$ cat src/sewp_pkg.sv
// Shared constants for the serial EEPROM write and protect controller
// Contract
// RL1: Status write commits on chip select rise after data
// RL2: Status write changes only protect and lock bits
// RL3: Protect and lock bits kept in nonvolatile store
// RL4: Busy flag reports status write; host polls it
// RL5: Status write needs latch set and unlocked pin
// RL6: Status bit 0 reads one while writing
// RL7: Latch clear refuses writes; set allows unprotected
// RL8: Opcode 06h sets the write latch
// RL9: Opcode 04h clears the write latch
// RL10: Latch cleared at reset and write completion
// RL11: Failed or refused writes leave latch unchanged
// RL12: Protect levels none, C000h, 8000h, whole array
// RL13: Lock bit with pin low ignores status writes
// RL14: Pin high leaves status register unprotected
// RL15: Host sends opcode, 16-bit address, then data
// RL16: One to 128 bytes within one page
// RL17: In-page address increments after each byte
// RL18: Over-long page loads keep last 128 bytes
// RL19: Array write starts only on byte boundary
// RL20: Status read shifts bit 7 first, repeating
// RL21: In-page address wraps inside same page
// RL22: MSB first, rising edge sampling, modes 0/3
package sewp_pkg;
    // Opcodes
    localparam logic [7:0] OP_STATUS_WRITE = 8'h01;
    localparam logic [7:0] OP_PAGE_WRITE   = 8'h02;
    localparam logic [7:0] OP_ARRAY_READ   = 8'h03;
    localparam logic [7:0] OP_CLEAR_LATCH  = 8'h04;
    localparam logic [7:0] OP_STATUS_READ  = 8'h05;
    localparam logic [7:0] OP_SET_LATCH    = 8'h06;
    // Status field positions
    localparam int BIT_BUSY   = 0;
    localparam int BIT_LATCH  = 1;
    localparam int BIT_BP_LO  = 2;
    localparam int BIT_BP_HI  = 3;
    localparam int BIT_LOCK   = 7;
    // Values after reset
    localparam logic       LATCH_RESET = 1'b0;
    localparam logic [7:0] SHIFT_RESET = 8'h00;
    // Frame byte counts
    localparam logic [2:0] BYTES_ONE_CMD  = 3'h1;
    localparam logic [2:0] BYTES_STATUS_W = 3'h2;
    localparam logic [2:0] BYTES_WR_MIN   = 3'h4;
    localparam logic [2:0] BYTES_SAT      = 3'h7;
    // Page geometry
    localparam int         PAGE_BYTES = 128;
    localparam logic [7:0] PAGE_END   = 8'h80;
    // Protected region starts (upper address bits)
    localparam logic [1:0] QUARTER_TOP = 2'h3;
    // Data path FIFO shape
    localparam int FIFO_WIDTH = 24;
    localparam int FIFO_DEPTH = 16;
    // Write cycle time
    localparam int CLK_PERIOD_NS = 20;
    localparam int TWC_MS        = 5;
    localparam int TWC_CYCLES    = TWC_MS * 1000000 / CLK_PERIOD_NS;
    localparam int TIMER_W       = 18;
    // Frame decoder states
    typedef enum logic [6:0] {
        FS_OPCODE = 7'h01,
        FS_ADDR_HI = 7'h02,
        FS_ADDR_LO = 7'h04,
        FS_DATA   = 7'h08,
        FS_SR_DATA = 7'h10,
        FS_STATUS = 7'h20,
        FS_TAIL   = 7'h40
    } sewp_frame_t;
    // Internal write engine states
    typedef enum logic [2:0] {
        ES_IDLE  = 3'h1,
        ES_DRAIN = 3'h2,
        ES_WAIT  = 3'h4
    } sewp_engine_t;
endpackage

$ cat src/sewp_fifo_if.sv
// Handshake bundle between the controller and its data FIFO
`timescale 1ns/1ps
`default_nettype none
interface sewp_fifo_if #(parameter int W = 24);
    logic         push_valid;
    logic         push_ready;
    logic [W-1:0] push_data;
    logic         pop_valid;
    logic         pop_ready;
    logic [W-1:0] pop_data;
    modport ctrl (output push_valid, output push_data, output pop_ready,
                  input push_ready, input pop_valid, input pop_data);
    modport fifo (input push_valid, input push_data, input pop_ready,
                  output push_ready, output pop_valid, output pop_data);
endinterface
`default_nettype wire

$ cat src/sewp_fifo.sv
// Synchronous FIFO with valid/ready on both sides
`timescale 1ns/1ps
`default_nettype none
module sewp_fifo #(
    parameter int W = 24,
    parameter int D = 16
) (
    // Clock and reset
    input  wire logic i_core_clk,
    input  wire logic i_reset,
    // Both handshake sides
    sewp_fifo_if.fifo io
);
    localparam int AW = $clog2(D);

    logic [W-1:0] mem [D];
    logic [AW:0]  wr_ptr;
    logic [AW:0]  rd_ptr;
    logic [AW:0]  next_wr_ptr;
    logic [AW:0]  next_rd_ptr;
    logic         full;
    logic         empty;
    logic         do_push;
    logic         do_pop;

    // Extra pointer bit tells full from empty
    always_comb begin
        empty       = (wr_ptr == rd_ptr);
        full        = (wr_ptr[AW-1:0] == rd_ptr[AW-1:0]) && (wr_ptr[AW] != rd_ptr[AW]);
        do_push     = io.push_valid && !full;
        do_pop      = io.pop_ready && !empty;
        next_wr_ptr = do_push ? wr_ptr + 1'b1 : wr_ptr;
        next_rd_ptr = do_pop ? rd_ptr + 1'b1 : rd_ptr;
    end

    assign io.push_ready = !full;
    assign io.pop_valid  = !empty;
    assign io.pop_data   = mem[rd_ptr[AW-1:0]];

    // Pointer registers
    always_ff @(posedge i_core_clk) begin
        if (i_reset) begin
            wr_ptr <= '0;
            rd_ptr <= '0;
        end else begin
            wr_ptr <= next_wr_ptr;
            rd_ptr <= next_rd_ptr;
        end
    end

    // Storage, written only on an accepted push
    always_ff @(posedge i_core_clk) begin
        if (do_push) begin
            mem[wr_ptr[AW-1:0]] <= io.push_data;
        end
    end
endmodule
`default_nettype wire

$ cat src/sewp_ctrl.sv
// Serial EEPROM command decoder, write latch, protection and page buffer
`timescale 1ns/1ps
`default_nettype none
module sewp_ctrl #(
    parameter int unsigned P_WRITE_CYCLES = sewp_pkg::TWC_CYCLES
) (
    // Clock and reset
    input  wire logic        i_core_clk,
    input  wire logic        i_reset,
    // Serial pins, asynchronous to the core clock
    input  wire logic        i_cs_n,
    input  wire logic        i_sck,
    input  wire logic        i_si,
    input  wire logic        i_wp_n,
    output logic             o_so,
    output logic             o_so_oe_n,
    // Nonvolatile status store
    input  wire logic [7:0]  i_nv_restore,
    output logic             o_nv_wr,
    output logic [7:0]       o_nv_bits,
    // Array programming stream
    output logic             o_arr_valid,
    input  wire logic        i_arr_ready,
    output logic [15:0]      o_arr_addr,
    output logic [7:0]       o_arr_data,
    // Visible state
    output logic [7:0]       o_status,
    output logic             o_busy
);
    // Pin synchronisers: cs_n, sck, si, wp_n
    logic [3:0] pin_meta;
    logic [3:0] pin_sync;
    logic       sck_prev;
    always_ff @(posedge i_core_clk) begin
        if (i_reset) begin
            pin_meta <= 4'b1001;
            pin_sync <= 4'b1001;
            sck_prev <= 1'b0;
        end else begin
            pin_meta <= {i_cs_n, i_sck, i_si, i_wp_n};
            pin_sync <= pin_meta;
            sck_prev <= pin_sync[2];
        end
    end

    logic cs_n_s;
    logic sck_s;
    logic si_s;
    logic wp_n_s;
    logic cs_prev;
    logic sck_rise;
    logic sck_fall;
    logic cs_rise;
    assign {cs_n_s, sck_s, si_s, wp_n_s} = pin_sync;
    assign sck_rise = !cs_n_s && sck_s && !sck_prev;   // [RL22]
    assign sck_fall = !cs_n_s && !sck_s && sck_prev;
    assign cs_rise  = cs_n_s && !cs_prev;

    // Frame, status and engine state
    sewp_pkg::sewp_frame_t  fstate, next_fstate;
    sewp_pkg::sewp_engine_t estate, next_estate;
    logic [2:0]   bit_cnt, next_bit_cnt;
    logic [2:0]   byte_cnt, next_byte_cnt;
    logic [7:0]   shift, next_shift;
    logic [7:0]   opcode, next_opcode;
    logic [8:0]   page, next_page;
    logic [6:0]   col, next_col;
    logic [7:0]   sr_data, next_sr_data;
    logic [2:0]   so_idx, next_so_idx;
    logic         so, next_so;
    logic         so_oe_n, next_so_oe_n;
    logic [127:0] mask, next_mask;
    logic         latch, next_latch;
    logic         lock, next_lock;
    logic [1:0]   bp, next_bp;
    logic [2:0]   sr_pend, next_sr_pend;
    logic         is_sr, next_is_sr;
    logic [7:0]   idx, next_idx;
    logic [8:0]   wr_page, next_wr_page;
    logic [sewp_pkg::TIMER_W-1:0] timer, next_timer;
    logic         nv_wr, next_nv_wr;
    logic         buf_we;
    logic [7:0]   page_buf [sewp_pkg::PAGE_BYTES];
    logic [7:0]   byte_val;
    logic         byte_done;
    logic         busy;
    logic         hard_mode;
    logic         page_prot;
    logic         aligned;
    logic [7:0]   status;

    sewp_fifo_if #(.W(sewp_pkg::FIFO_WIDTH)) fifo_bus ();

    assign busy     = (estate != sewp_pkg::ES_IDLE);
    assign byte_val = {shift[6:0], si_s};   // [RL22]
    assign byte_done = sck_rise && (bit_cnt == 3'h7);
    assign aligned  = (bit_cnt == 3'h0);
    // Lock only bites while the pin is low
    assign hard_mode = lock && !wp_n_s;   // [RL13] [RL14]

    // Protected range by level, judged on the page address
    always_comb begin
        case (bp)   // [RL12]
            2'b00:   page_prot = 1'b0;
            2'b01:   page_prot = (page[8:7] == sewp_pkg::QUARTER_TOP);
            2'b10:   page_prot = page[8];
            default: page_prot = 1'b1;
        endcase
    end

    // Status image; reserved bits read zero
    always_comb begin
        status = 8'h00;
        status[sewp_pkg::BIT_BUSY]  = busy;   // [RL6] [RL4]
        status[sewp_pkg::BIT_LATCH] = latch;
        status[sewp_pkg::BIT_BP_LO] = bp[0];
        status[sewp_pkg::BIT_BP_HI] = bp[1];
        status[sewp_pkg::BIT_LOCK]  = lock;
    end

    // Frame decoder next values
    always_comb begin
        next_fstate   = fstate;
        next_bit_cnt  = bit_cnt;
        next_byte_cnt = byte_cnt;
        next_shift    = shift;
        next_opcode   = opcode;
        next_page     = page;
        next_col      = col;
        next_sr_data  = sr_data;
        next_so_idx   = so_idx;
        next_so       = so;
        next_so_oe_n  = so_oe_n;
        next_mask     = mask;
        buf_we        = 1'b0;
        if (cs_n_s) begin
            next_fstate   = sewp_pkg::FS_OPCODE;
            next_bit_cnt  = 3'h0;
            next_byte_cnt = 3'h0;
            next_so_oe_n  = 1'b1;
        end else begin
            if (sck_rise) begin
                next_shift   = byte_val;
                next_bit_cnt = bit_cnt + 3'h1;
            end
            if (byte_done && byte_cnt != sewp_pkg::BYTES_SAT) begin
                next_byte_cnt = byte_cnt + 3'h1;
            end
            case (fstate)
                sewp_pkg::FS_OPCODE: begin
                    if (byte_done) begin
                        next_opcode = byte_val;
                        if (byte_val == sewp_pkg::OP_PAGE_WRITE) begin
                            next_fstate = sewp_pkg::FS_ADDR_HI;
                            if (!busy) begin
                                next_mask = '0;
                            end
                        end else if (byte_val == sewp_pkg::OP_STATUS_WRITE) begin
                            next_fstate = sewp_pkg::FS_SR_DATA;
                        end else if (byte_val == sewp_pkg::OP_STATUS_READ) begin
                            next_fstate = sewp_pkg::FS_STATUS;
                            next_so_idx = 3'h7;
                        end else begin
                            next_fstate = sewp_pkg::FS_TAIL;
                        end
                    end
                end
                sewp_pkg::FS_ADDR_HI: begin
                    if (byte_done) begin   // [RL15]
                        next_page[8:1] = byte_val;
                        next_fstate    = sewp_pkg::FS_ADDR_LO;
                    end
                end
                sewp_pkg::FS_ADDR_LO: begin
                    if (byte_done) begin
                        next_page[0] = byte_val[7];
                        next_col     = byte_val[6:0];
                        next_fstate  = sewp_pkg::FS_DATA;
                    end
                end
                sewp_pkg::FS_DATA: begin
                    if (byte_done && !busy) begin
                        // Later bytes overwrite earlier ones at the same column
                        buf_we          = 1'b1;   // [RL16] [RL18]
                        next_mask[col]  = 1'b1;
                        next_col        = col + 7'h01;   // [RL17] [RL21]
                    end
                end
                sewp_pkg::FS_SR_DATA: begin
                    if (byte_done) begin
                        next_sr_data = byte_val;
                        next_fstate  = sewp_pkg::FS_TAIL;
                    end
                end
                sewp_pkg::FS_STATUS: begin
                    if (sck_fall) begin   // [RL20]
                        next_so      = status[so_idx];
                        next_so_oe_n = 1'b0;
                        next_so_idx  = so_idx - 3'h1;
                    end
                end
                sewp_pkg::FS_TAIL: begin
                    next_fstate = sewp_pkg::FS_TAIL;
                end
                default: begin
                    next_fstate = sewp_pkg::FS_OPCODE;
                end
            endcase
        end
    end

    // Frame decoder registers
    always_ff @(posedge i_core_clk) begin
        if (i_reset) begin
            fstate   <= sewp_pkg::FS_OPCODE;
            bit_cnt  <= 3'h0;
            byte_cnt <= 3'h0;
            shift    <= sewp_pkg::SHIFT_RESET;
            opcode   <= 8'h00;
            page     <= 9'h000;
            col      <= 7'h00;
            sr_data  <= 8'h00;
            so_idx   <= 3'h7;
            so       <= 1'b0;
            so_oe_n  <= 1'b1;
            mask     <= '0;
            cs_prev  <= 1'b1;
        end else begin
            fstate   <= next_fstate;
            bit_cnt  <= next_bit_cnt;
            byte_cnt <= next_byte_cnt;
            shift    <= next_shift;
            opcode   <= next_opcode;
            page     <= next_page;
            col      <= next_col;
            sr_data  <= next_sr_data;
            so_idx   <= next_so_idx;
            so       <= next_so;
            so_oe_n  <= next_so_oe_n;
            mask     <= next_mask;
            cs_prev  <= cs_n_s;
        end
    end

    // Page buffer array
    always_ff @(posedge i_core_clk) begin
        if (buf_we) begin
            page_buf[col] <= byte_val;
        end
    end

    // Command completion at chip select rise, and the write engine
    always_comb begin
        next_estate  = estate;
        next_latch   = latch;
        next_lock    = lock;
        next_bp      = bp;
        next_sr_pend = sr_pend;
        next_is_sr   = is_sr;
        next_idx     = idx;
        next_wr_page = wr_page;
        next_timer   = timer;
        next_nv_wr   = 1'b0;
        fifo_bus.push_valid = 1'b0;
        fifo_bus.push_data  = {wr_page, idx[6:0], page_buf[idx[6:0]]};
        case (estate)
            sewp_pkg::ES_IDLE: begin
                // Busy refuses all but status reads; refused commands keep the latch
                if (cs_rise && aligned) begin   // [RL11] [RL19]
                    if (opcode == sewp_pkg::OP_SET_LATCH && byte_cnt == sewp_pkg::BYTES_ONE_CMD) begin
                        next_latch = 1'b1;   // [RL8]
                    end else if (opcode == sewp_pkg::OP_CLEAR_LATCH
                                 && byte_cnt == sewp_pkg::BYTES_ONE_CMD) begin
                        next_latch = 1'b0;   // [RL9]
                    end else if (opcode == sewp_pkg::OP_STATUS_WRITE
                                 && byte_cnt == sewp_pkg::BYTES_STATUS_W
                                 && latch && !hard_mode) begin   // [RL1] [RL5] [RL13]
                        next_sr_pend = {sr_data[sewp_pkg::BIT_LOCK], sr_data[sewp_pkg::BIT_BP_HI],
                                        sr_data[sewp_pkg::BIT_BP_LO]};   // [RL2]
                        next_is_sr   = 1'b1;
                        next_timer   = sewp_pkg::TIMER_W'(P_WRITE_CYCLES - 1);
                        next_estate  = sewp_pkg::ES_WAIT;
                    end else if (opcode == sewp_pkg::OP_PAGE_WRITE
                                 && byte_cnt >= sewp_pkg::BYTES_WR_MIN
                                 && latch && !page_prot) begin   // [RL7] [RL12]
                        next_is_sr   = 1'b0;
                        next_idx     = 8'h00;
                        next_wr_page = page;
                        next_estate  = sewp_pkg::ES_DRAIN;
                    end
                end
            end
            sewp_pkg::ES_DRAIN: begin
                // Stream only loaded columns; FIFO back-pressure stalls the walk
                if (idx == sewp_pkg::PAGE_END) begin
                    next_timer  = sewp_pkg::TIMER_W'(P_WRITE_CYCLES - 1);
                    next_estate = sewp_pkg::ES_WAIT;
                end else if (!mask[idx[6:0]]) begin
                    next_idx = idx + 8'h01;
                end else begin
                    fifo_bus.push_valid = 1'b1;
                    if (fifo_bus.push_ready) begin
                        next_idx = idx + 8'h01;
                    end
                end
            end
            sewp_pkg::ES_WAIT: begin
                // Write time starts counting once the array has taken every byte
                if (!fifo_bus.pop_valid) begin
                    if (timer == '0) begin
                        next_latch  = 1'b0;   // [RL10]
                        next_estate = sewp_pkg::ES_IDLE;
                        if (is_sr) begin
                            {next_lock, next_bp} = sr_pend;   // [RL3]
                            next_nv_wr = 1'b1;
                        end
                    end else begin
                        next_timer = timer - 1'b1;
                    end
                end
            end
            default: begin
                next_estate = sewp_pkg::ES_IDLE;
            end
        endcase
    end

    // Engine and status registers; nonvolatile bits reload from the store at reset
    always_ff @(posedge i_core_clk) begin
        if (i_reset) begin
            estate  <= sewp_pkg::ES_IDLE;
            latch   <= sewp_pkg::LATCH_RESET;   // [RL10]
            lock    <= i_nv_restore[sewp_pkg::BIT_LOCK];   // [RL3]
            bp      <= {i_nv_restore[sewp_pkg::BIT_BP_HI], i_nv_restore[sewp_pkg::BIT_BP_LO]};
            sr_pend <= 3'h0;
            is_sr   <= 1'b0;
            idx     <= 8'h00;
            wr_page <= 9'h000;
            timer   <= '0;
            nv_wr   <= 1'b0;
        end else begin
            estate  <= next_estate;
            latch   <= next_latch;
            lock    <= next_lock;
            bp      <= next_bp;
            sr_pend <= next_sr_pend;
            is_sr   <= next_is_sr;
            idx     <= next_idx;
            wr_page <= next_wr_page;
            timer   <= next_timer;
            nv_wr   <= next_nv_wr;
        end
    end

    // Data FIFO toward the array
    sewp_fifo #(
        .W (sewp_pkg::FIFO_WIDTH),
        .D (sewp_pkg::FIFO_DEPTH)
    ) u_fifo (
        .i_core_clk (i_core_clk),
        .i_reset    (i_reset),
        .io         (fifo_bus.fifo)
    );

    assign fifo_bus.pop_ready = i_arr_ready;

    // Outputs
    assign o_arr_valid = fifo_bus.pop_valid;
    assign o_arr_addr  = fifo_bus.pop_data[23:8];
    assign o_arr_data  = fifo_bus.pop_data[7:0];
    assign o_so        = so;
    assign o_so_oe_n   = so_oe_n;
    assign o_nv_wr     = nv_wr;
    assign o_nv_bits   = {lock, 3'b000, bp, 2'b00};
    assign o_status    = status;
    assign o_busy      = busy;
endmodule
`default_nettype wire

$ cat config.mk
export PLATFORM = sky130hd
export DESIGN_NAME = sewp_ctrl
export DESIGN_NICKNAME = d
export VERILOG_FILES = /design/src/sewp_pkg.sv /design/src/sewp_fifo_if.sv /design/src/sewp_fifo.sv /design/src/sewp_ctrl.sv
export SDC_FILE = /design/constraint.sdc
export NUM_CORES = 2
export LEC_CHECK = 0
export BUFFER_PORTS_ARGS = -buffer_cell sky130_fd_sc_hd__buf_2
export CAP_MARGIN = 15
export CORE_MARGIN = 3
export CORE_UTILIZATION = 40
export CTS_BUF_LIST = sky130_fd_sc_hd__clkbuf_8
export DETAILED_ROUTE_END_ITERATION = 6
export PLACE_DENSITY = 0.65
export SYNTH_ARGS = -nofsm -noshare
export SYNTH_HDL_FRONTEND = slang
export SYNTH_HIERARCHICAL = 1
export SYNTH_SLANG_ARGS = --single-unit
$ cat constraint.sdc
create_clock -name i_core_clk -period 4.7 [get_ports i_core_clk]
set_input_delay 0.47 -clock i_core_clk [delete_from_list [all_inputs] [get_ports i_core_clk]]
set_output_delay 0.47 -clock i_core_clk [all_outputs]
set_load 0.005 [all_outputs]
Yosys cells after proc, flatten, opt, wreduce, memory -nomap -nowiden:

Memories as Yosys holds them, arrays and structs flattened. A register that Yosys moved wholly into a read port is not among the register bits.
Cells that the tools add are included.

* memory bits (writable): 1408
* bits in registers: 252
* bits of input ports: 15
* memories: 2
* output and inout bits: 45
* word-level logic and storage cells: 263

* bitwise operators: 9
* muxes and demuxes: 88
* reduce and logical (&&, ||, !) cells: 68
* equal/unequal tests: 54
* $lt $le $gt $ge: 5
* $add $sub $neg: 8

Memory list
* page_buf: depth 128, width 8, rd ports 1, clocked after Yosys merged registers in 1, wr ports 1, line sewp_ctrl.sv:83 `logic [7:0] page_buf [sewp_pkg::PAGE_BYTES];`
* u_fifo.mem: depth 16, width 24, rd ports 1, clocked after Yosys merged registers in 1, wr ports 1, line sewp_fifo.sv:16 `logic [W-1:0] mem [D];`

Operator list (count)
* two-way mux 128 bit: 4
* case mux 128 bit (2 select lines): 1
* bitwise OR 128 bit: 1
* two-way mux 18 bit: 7
* two-way mux 7 bit: 11
* two-way mux 8 bit: 8
* case mux 18 bit (3 select lines): 1
* != test 2 bit (second input constant): 21
* case mux 7 bit (6 select lines): 1
* two-way mux 3 bit: 13
* two-way mux 1 bit: 26
* equality test 8 x 3 -> 1 bit (second input constant): 3
* logical AND 1 bit: 22
* AND reduction 5 bit: 4
* nonzero test 2 bit: 10
* zero test 18 bit: 1
* subtractor 18 x 1 -> 18 bit (second input constant): 1
* equality test 8 x 1 -> 1 bit (second input constant): 2
* equality test 8 x 2 -> 1 bit (second input constant): 2
* less-than comparator 7 x 8 -> 1 bit (second input constant): 2
* case mux 8 bit (2 select lines): 1
* AND reduction 8 bit: 2
* AND reduction 3 bit: 5
* case mux 7 bit (2 select lines): 1
* other kinds (47): 82

Logic depth before layout (Yosys ltp):

* word-level depth: 12
* gate-level depth with buffers: 13
* mapped depth without buffers: 10

Modules after synthesis:

Netlist, hierarchy kept.

By module, submodules not included
* sewp_ctrl: area an instance 50078.0 um^2, times used 1, cells each 2776, seq. area each 35664.2 um^2
* sewp_fifo: area an instance 15325.9 um^2, times used 1, cells each 638, seq. area each 11811.3 um^2

Least setup slack after synthesis:

Ideal clock, no wire load.

* kind: register -> register
* start: register idx[1]
* end: register u_fifo.wr_ptr[4]
* data required time: 4578 ps
* arrival time: 3904 ps
* setup time: 122 ps
* clock period less this slack: 4026 ps
* setup slack: 674 ps
* buffers on the path: 3
* stages on the path, launching flop included: 13
* cells stage by stage: dfxtp_1 -> buf_2 -> clkbuf_8 -> clkbuf_8 -> mux4_2 -> nor2_1 -> o22ai_1 -> nor3_1 -> o32a_2 -> nor2_1 -> nand3_1 -> a21oi_1 -> mux2_2

* longest elaborated chain between the ends: 6
* elaborated cells on any way between the ends: 7
* classes of those cells: eq/ne: 1; mux: 5; reduce/logical: 1

Ends and longest elaborated chain
* start, declared: line sewp_ctrl.sv:78 `logic [7:0] idx, next_idx;`
* start signal, assigned: line sewp_ctrl.sv:348 `idx <= next_idx;`
* binary-select mux 1 bit (select 7 bit): line sewp_ctrl.sv:298 `end else if (!mask[idx[6:0]]) begin`
* two-way mux 1 bit (not written as such): line sewp_ctrl.sv:298
* two-way mux 1 bit: line sewp_ctrl.sv:298
* two-way mux 1 bit (*): line sewp_ctrl.sv:295 `if (idx == sewp_pkg::PAGE_END) begin`
* two-way mux 1 bit (*): line sewp_ctrl.sv:266 `case (estate)`
* net fifo_bus.push_valid: line sewp_fifo_if.sv:5 `logic push_valid;`
* logical AND 1 bit (*): line sewp_fifo.sv:30 `do_push = io.push_valid && !full;`
* end signal, assigned: line sewp_fifo.sv:46 `wr_ptr <= next_wr_ptr;`
* end, declared: line sewp_fifo.sv:17 `logic [AW:0] wr_ptr;`

The timed path passes the listed nets; every way through them passes the cells marked *. The select of a mux whose other input is x is not followed.
A chain may end at the register's enable or synchronous reset.

Final worst setup path:

* start: register idx[0]
* end: memory u_fifo.mem[13][3] (enable)

* longest elaborated chain between the ends: 8
* elaborated cells on any way between the ends: 9
* classes of those cells: eq/ne: 1; mux: 7; reduce/logical: 1

Ends and longest elaborated chain
* binary-select mux 1 bit (select 7 bit): line sewp_ctrl.sv:298
* two-way mux 1 bit (not written as such): line sewp_ctrl.sv:298
* two-way mux 1 bit: line sewp_ctrl.sv:298
* two-way mux 1 bit (*): line sewp_ctrl.sv:295
* two-way mux 1 bit (*): line sewp_ctrl.sv:266
* net fifo_bus.push_valid: line sewp_fifo_if.sv:5
* logical AND 1 bit (*): line sewp_fifo.sv:30
* two-way mux 1 bit (*): line sewp_fifo.sv:53 `if (do_push) begin`
* two-way mux 1 bit (not written as such) (*): line sewp_fifo.sv:54 `mem[wr_ptr[AW-1:0]] <= io.push_data;`
* end, declared: line sewp_fifo.sv:16

Marks and branches as above.

==> flow_summary.json <==
{
  "post-route-period-util_pct": 91.2,
  "final_cells": 6008,
  "skew_ps": 100,
  "area_delta_synth_final_pct": 12.3,
  "hold_viol": 0,
  "cts.reportedPaths.clkPinSlew_ps": 60,
  "worst_slew_pin_slew_ps": 1180,
  "yosysWarnings": 6,
  "async_flop_share_pct": 0,
  "htreeDepth": 5,
  "end_kind": "flip-flop",
  "cp.required_ps": 5310,
  "io_pins": 60,
  "overflow": 0,
  "crit_slowest_cell": "dfxtp_2",
  "grt_usage_pct": 17.1,
  "routabilityCongestion": 0.797,
  "hp-class": "primary input to flip-flop",
  "wl_um": 144000,
  "die_y_um": 410,
  "ys_seq_area_share_pct": 72.6,
  "maxSlewHeadroom_pct": 21.4,
  "arrival_ps": 4890,
  "core_area_mm2": 0.161,
  "die_w_um": 410,
  "syn_avg_cell_area_um2": 19.2,
  "cts_hold_buffers": 9,
  "start_kind": "flip-flop",
  "setup_violations": 0,
  "synth-seq-cells": 1666,
  "grt_max_degree": 105,
  "ctsResizeCount": 0,
  "synthesis.area_mm2": 0.0654,
  "die_area_mm2": 0.168,
  "post_cts_buffers": 0,
  "cts_buffer_depth": 4,
  "synth_area_leaders": "edfxtp_1 65%, mux4_2 17%, dfxtp_1 7.8%",
  "synthTopCellsByCount": "1,411 x edfxtp_1, 480 x mux4_2, 377 x nor2_1, 255 x dfxtp_1, 165 x a21oi_1",
  "post_drt_wl_per_cell_um": 24.0,
  "insertion_delay_ps": 990,
  "antenna_found_initial": 6,
  "drt_iter0_drc": 3302,
  "critPathKind": "flip-flop to flip-flop",
  "final-max-slew-violation-count": 0,
  "yosysMostFrequentCell": "edfxtp_1",
  "critical-path-top-delay-family": "compound AO/OA/AOI/OAI gates",
  "placed_cells": 5515,
  "max_freq_ghz": 0.233,
  "grt_pass1_wl_um": 217000,
  "vias": 32800,
  "cp_cell_sequence": "buf_4 > mux4_1 > mux2i_1 > o32ai_1 > a311oi_1 > o32a_2 > nor2_1 > inv_1 > a21oi_2 > and3_2 > buf_12",
  "io_buffers": 46,
  "vdd_drop_max_uv": 378,
  "netlist_instances": 3414,
  "core.rowCount": 147,
  "path_buf_inv": 3,
  "tns_ps": 0,
  "synth_area_leader_cell": "edfxtp_1",
  "fin_area_mm2": 0.0735,
  "cts-root-buf": "clkbuf_8",
  "vias_per_cell": 5.45,
  "max_cap_violations": 0,
  "max_stage_delay_ps": 840,
  "detail-route-antenna-nets": 0,
  "crit_fanout": 22,
  "cellPowerDensity_mw_per_mm2": 383,
  "dr.pass1.iters": 5,
  "rsz0062_at_grt": "false",
  "min_period_ps": 4290,
  "layout.nets": 3685,
  "tritoncts": "done",
  "ys_types": 78,
  "drc": 0,
  "dp_hpwl_um": 84300,
  "yosys.area.top_type_share_pct": 64.8,
  "power_leakage_nw": 23.2,
  "place_area_mm2": 0.0684,
  "first_global_vias": 33900,
  "synth_flop_cell": "edfxtp_1",
  "cts_sinks": 1666,
  "initial_core_util_pct": 40.5,
  "cts_buffers": 285,
  "outcome": "completed",
  "final_layout_size_suffix_gt1_share_pct": 27.4,
  "synth_edf_count": 1411
}
## final timing paths
| kind | start | endpoint | slack [ps] | depth (start not counted) |
|---|---|---|---|---|
| min | i_wp_n | pin_meta[0]$_SDFF_PP1_ | 220 | 3 |
| max reg2reg | idx[0]$_SDFFE_PP0P_ | u_fifo/mem[13][3]$_DFFE_PP_ | 410 | 11 |
| max | idx[0]$_SDFFE_PP0P_ | u_fifo/mem[13][3]$_DFFE_PP_ | 410 | 11 |
| min reg2reg | pin_meta[3]$_SDFF_PP1_ | pin_sync[3]$_SDFF_PP1_ | 420 | 1 |
## sequential cells by signal, summed over array words and instances (netlist names), 4 cells and up, named ones only
register,count
page_buf,1024
pin_meta,4
u_fifo/rd_ptr,5
shift,7
pin_sync,4
opcode,8
u_fifo/mem,384
fstate,7
u_fifo/wr_ptr,5
timer,18
col,7
idx,8
wr_page,9
page,9
mask,128
## report_power, final
part | internal [mW] | total, mW | switching (mW)
combinational | 0.327 | 0.596 | 0.269
clock | 6.11 | 11.6 | 5.53
sequential | 15.8 | 15.9 | 0.0675
## layer usage
metal | wire, µm | vias up | global-route usage [%] | part of all wire (%)
li1 | - | 14300 | - | -
met5 | 0 | - | 0 | 0
met4 | 4010 | 0 | 5.83 | 2.8
met2 | 70800 | 1061 | 27.7 | 49
met3 | 8410 | 273 | 2.98 | 5.8
met1 | 60800 | 17100 | 23.6 | 42
## worst min-delay path, cell delays in order
cell and delay [ps]:
dlygate4sd3_1 530, buf_2 90, or2_2 80
## per-stage QoR
stage / hold slack, ps / total power [mW] / setup WS (ps) / utilization [%]
finish: 216 / 28.1 / 415 / 45.5
global route: 175 / 29.1 / 127 / 45.5
CTS: 118 / 28.4 / 417 / 45.5
detailed placement: 406 / 16.8 / 482 / 42.3
global placement: 408 / 16.8 / 499 / 42.3
floorplan: 389 / 16.6 / 674 / -
## placed cells by master (no fill, tap or decap), drive strengths merged, types with 9 or more instances in the layout
master,netlist,final
buf,111,147
and3,16,16
nand2b,20,20
dlygate4sd3,0,9
nor2b,21,21
xor2,12,12
mux4,486,486
a311oi,9,9
o32ai,10,10
mux2,22,22
clkbuf,101,302
ha,18,18
nor3,31,31
nor4,9,9
inv,27,113
nand3,35,35
nand2,57,57
a21oi,167,167
dfxtp,255,255
mux2i,49,49
nor2,377,377
clkinv,3,85
o21ai,37,37
edfxtp,1411,1411
## cell families (layout without fill, tap and decap cells)
group / Yosys count / after routing / share of synthesized area, %
mux: 557 / 557 / 17.9
buf+inv: 242 / 664 / 1.88
fa+ha+maj: 18 / 18 / 0.344
xor+xnor: 20 / 20 / 0.268
simple gates: 627 / 627 / 4.39
compound gates: 283 / 283 / 2.63
flops: 1666 / 1666 / 72.6
other cells: 1 / 13 / 0.00573
## final cells by class
| cell class | instances | area (µm²) |
|---|---|---|
| Fill cell | 13800 | 88000 |
| Sequential cell | 1666 | 47500 |
| Antenna cell | 5 | 12.5 |
| Clock buffer | 302 | 4160 |
| Multi-Input combinational cell | 1513 | 16800 |
| Timing Repair Buffer | 156 | 1310 |
| Inverter | 30 | 113 |
| Clock inverter | 176 | 830 |
| Tap cell | 2160 | 2700 |
No activity file was read; power rests on OpenSTA's default activity.
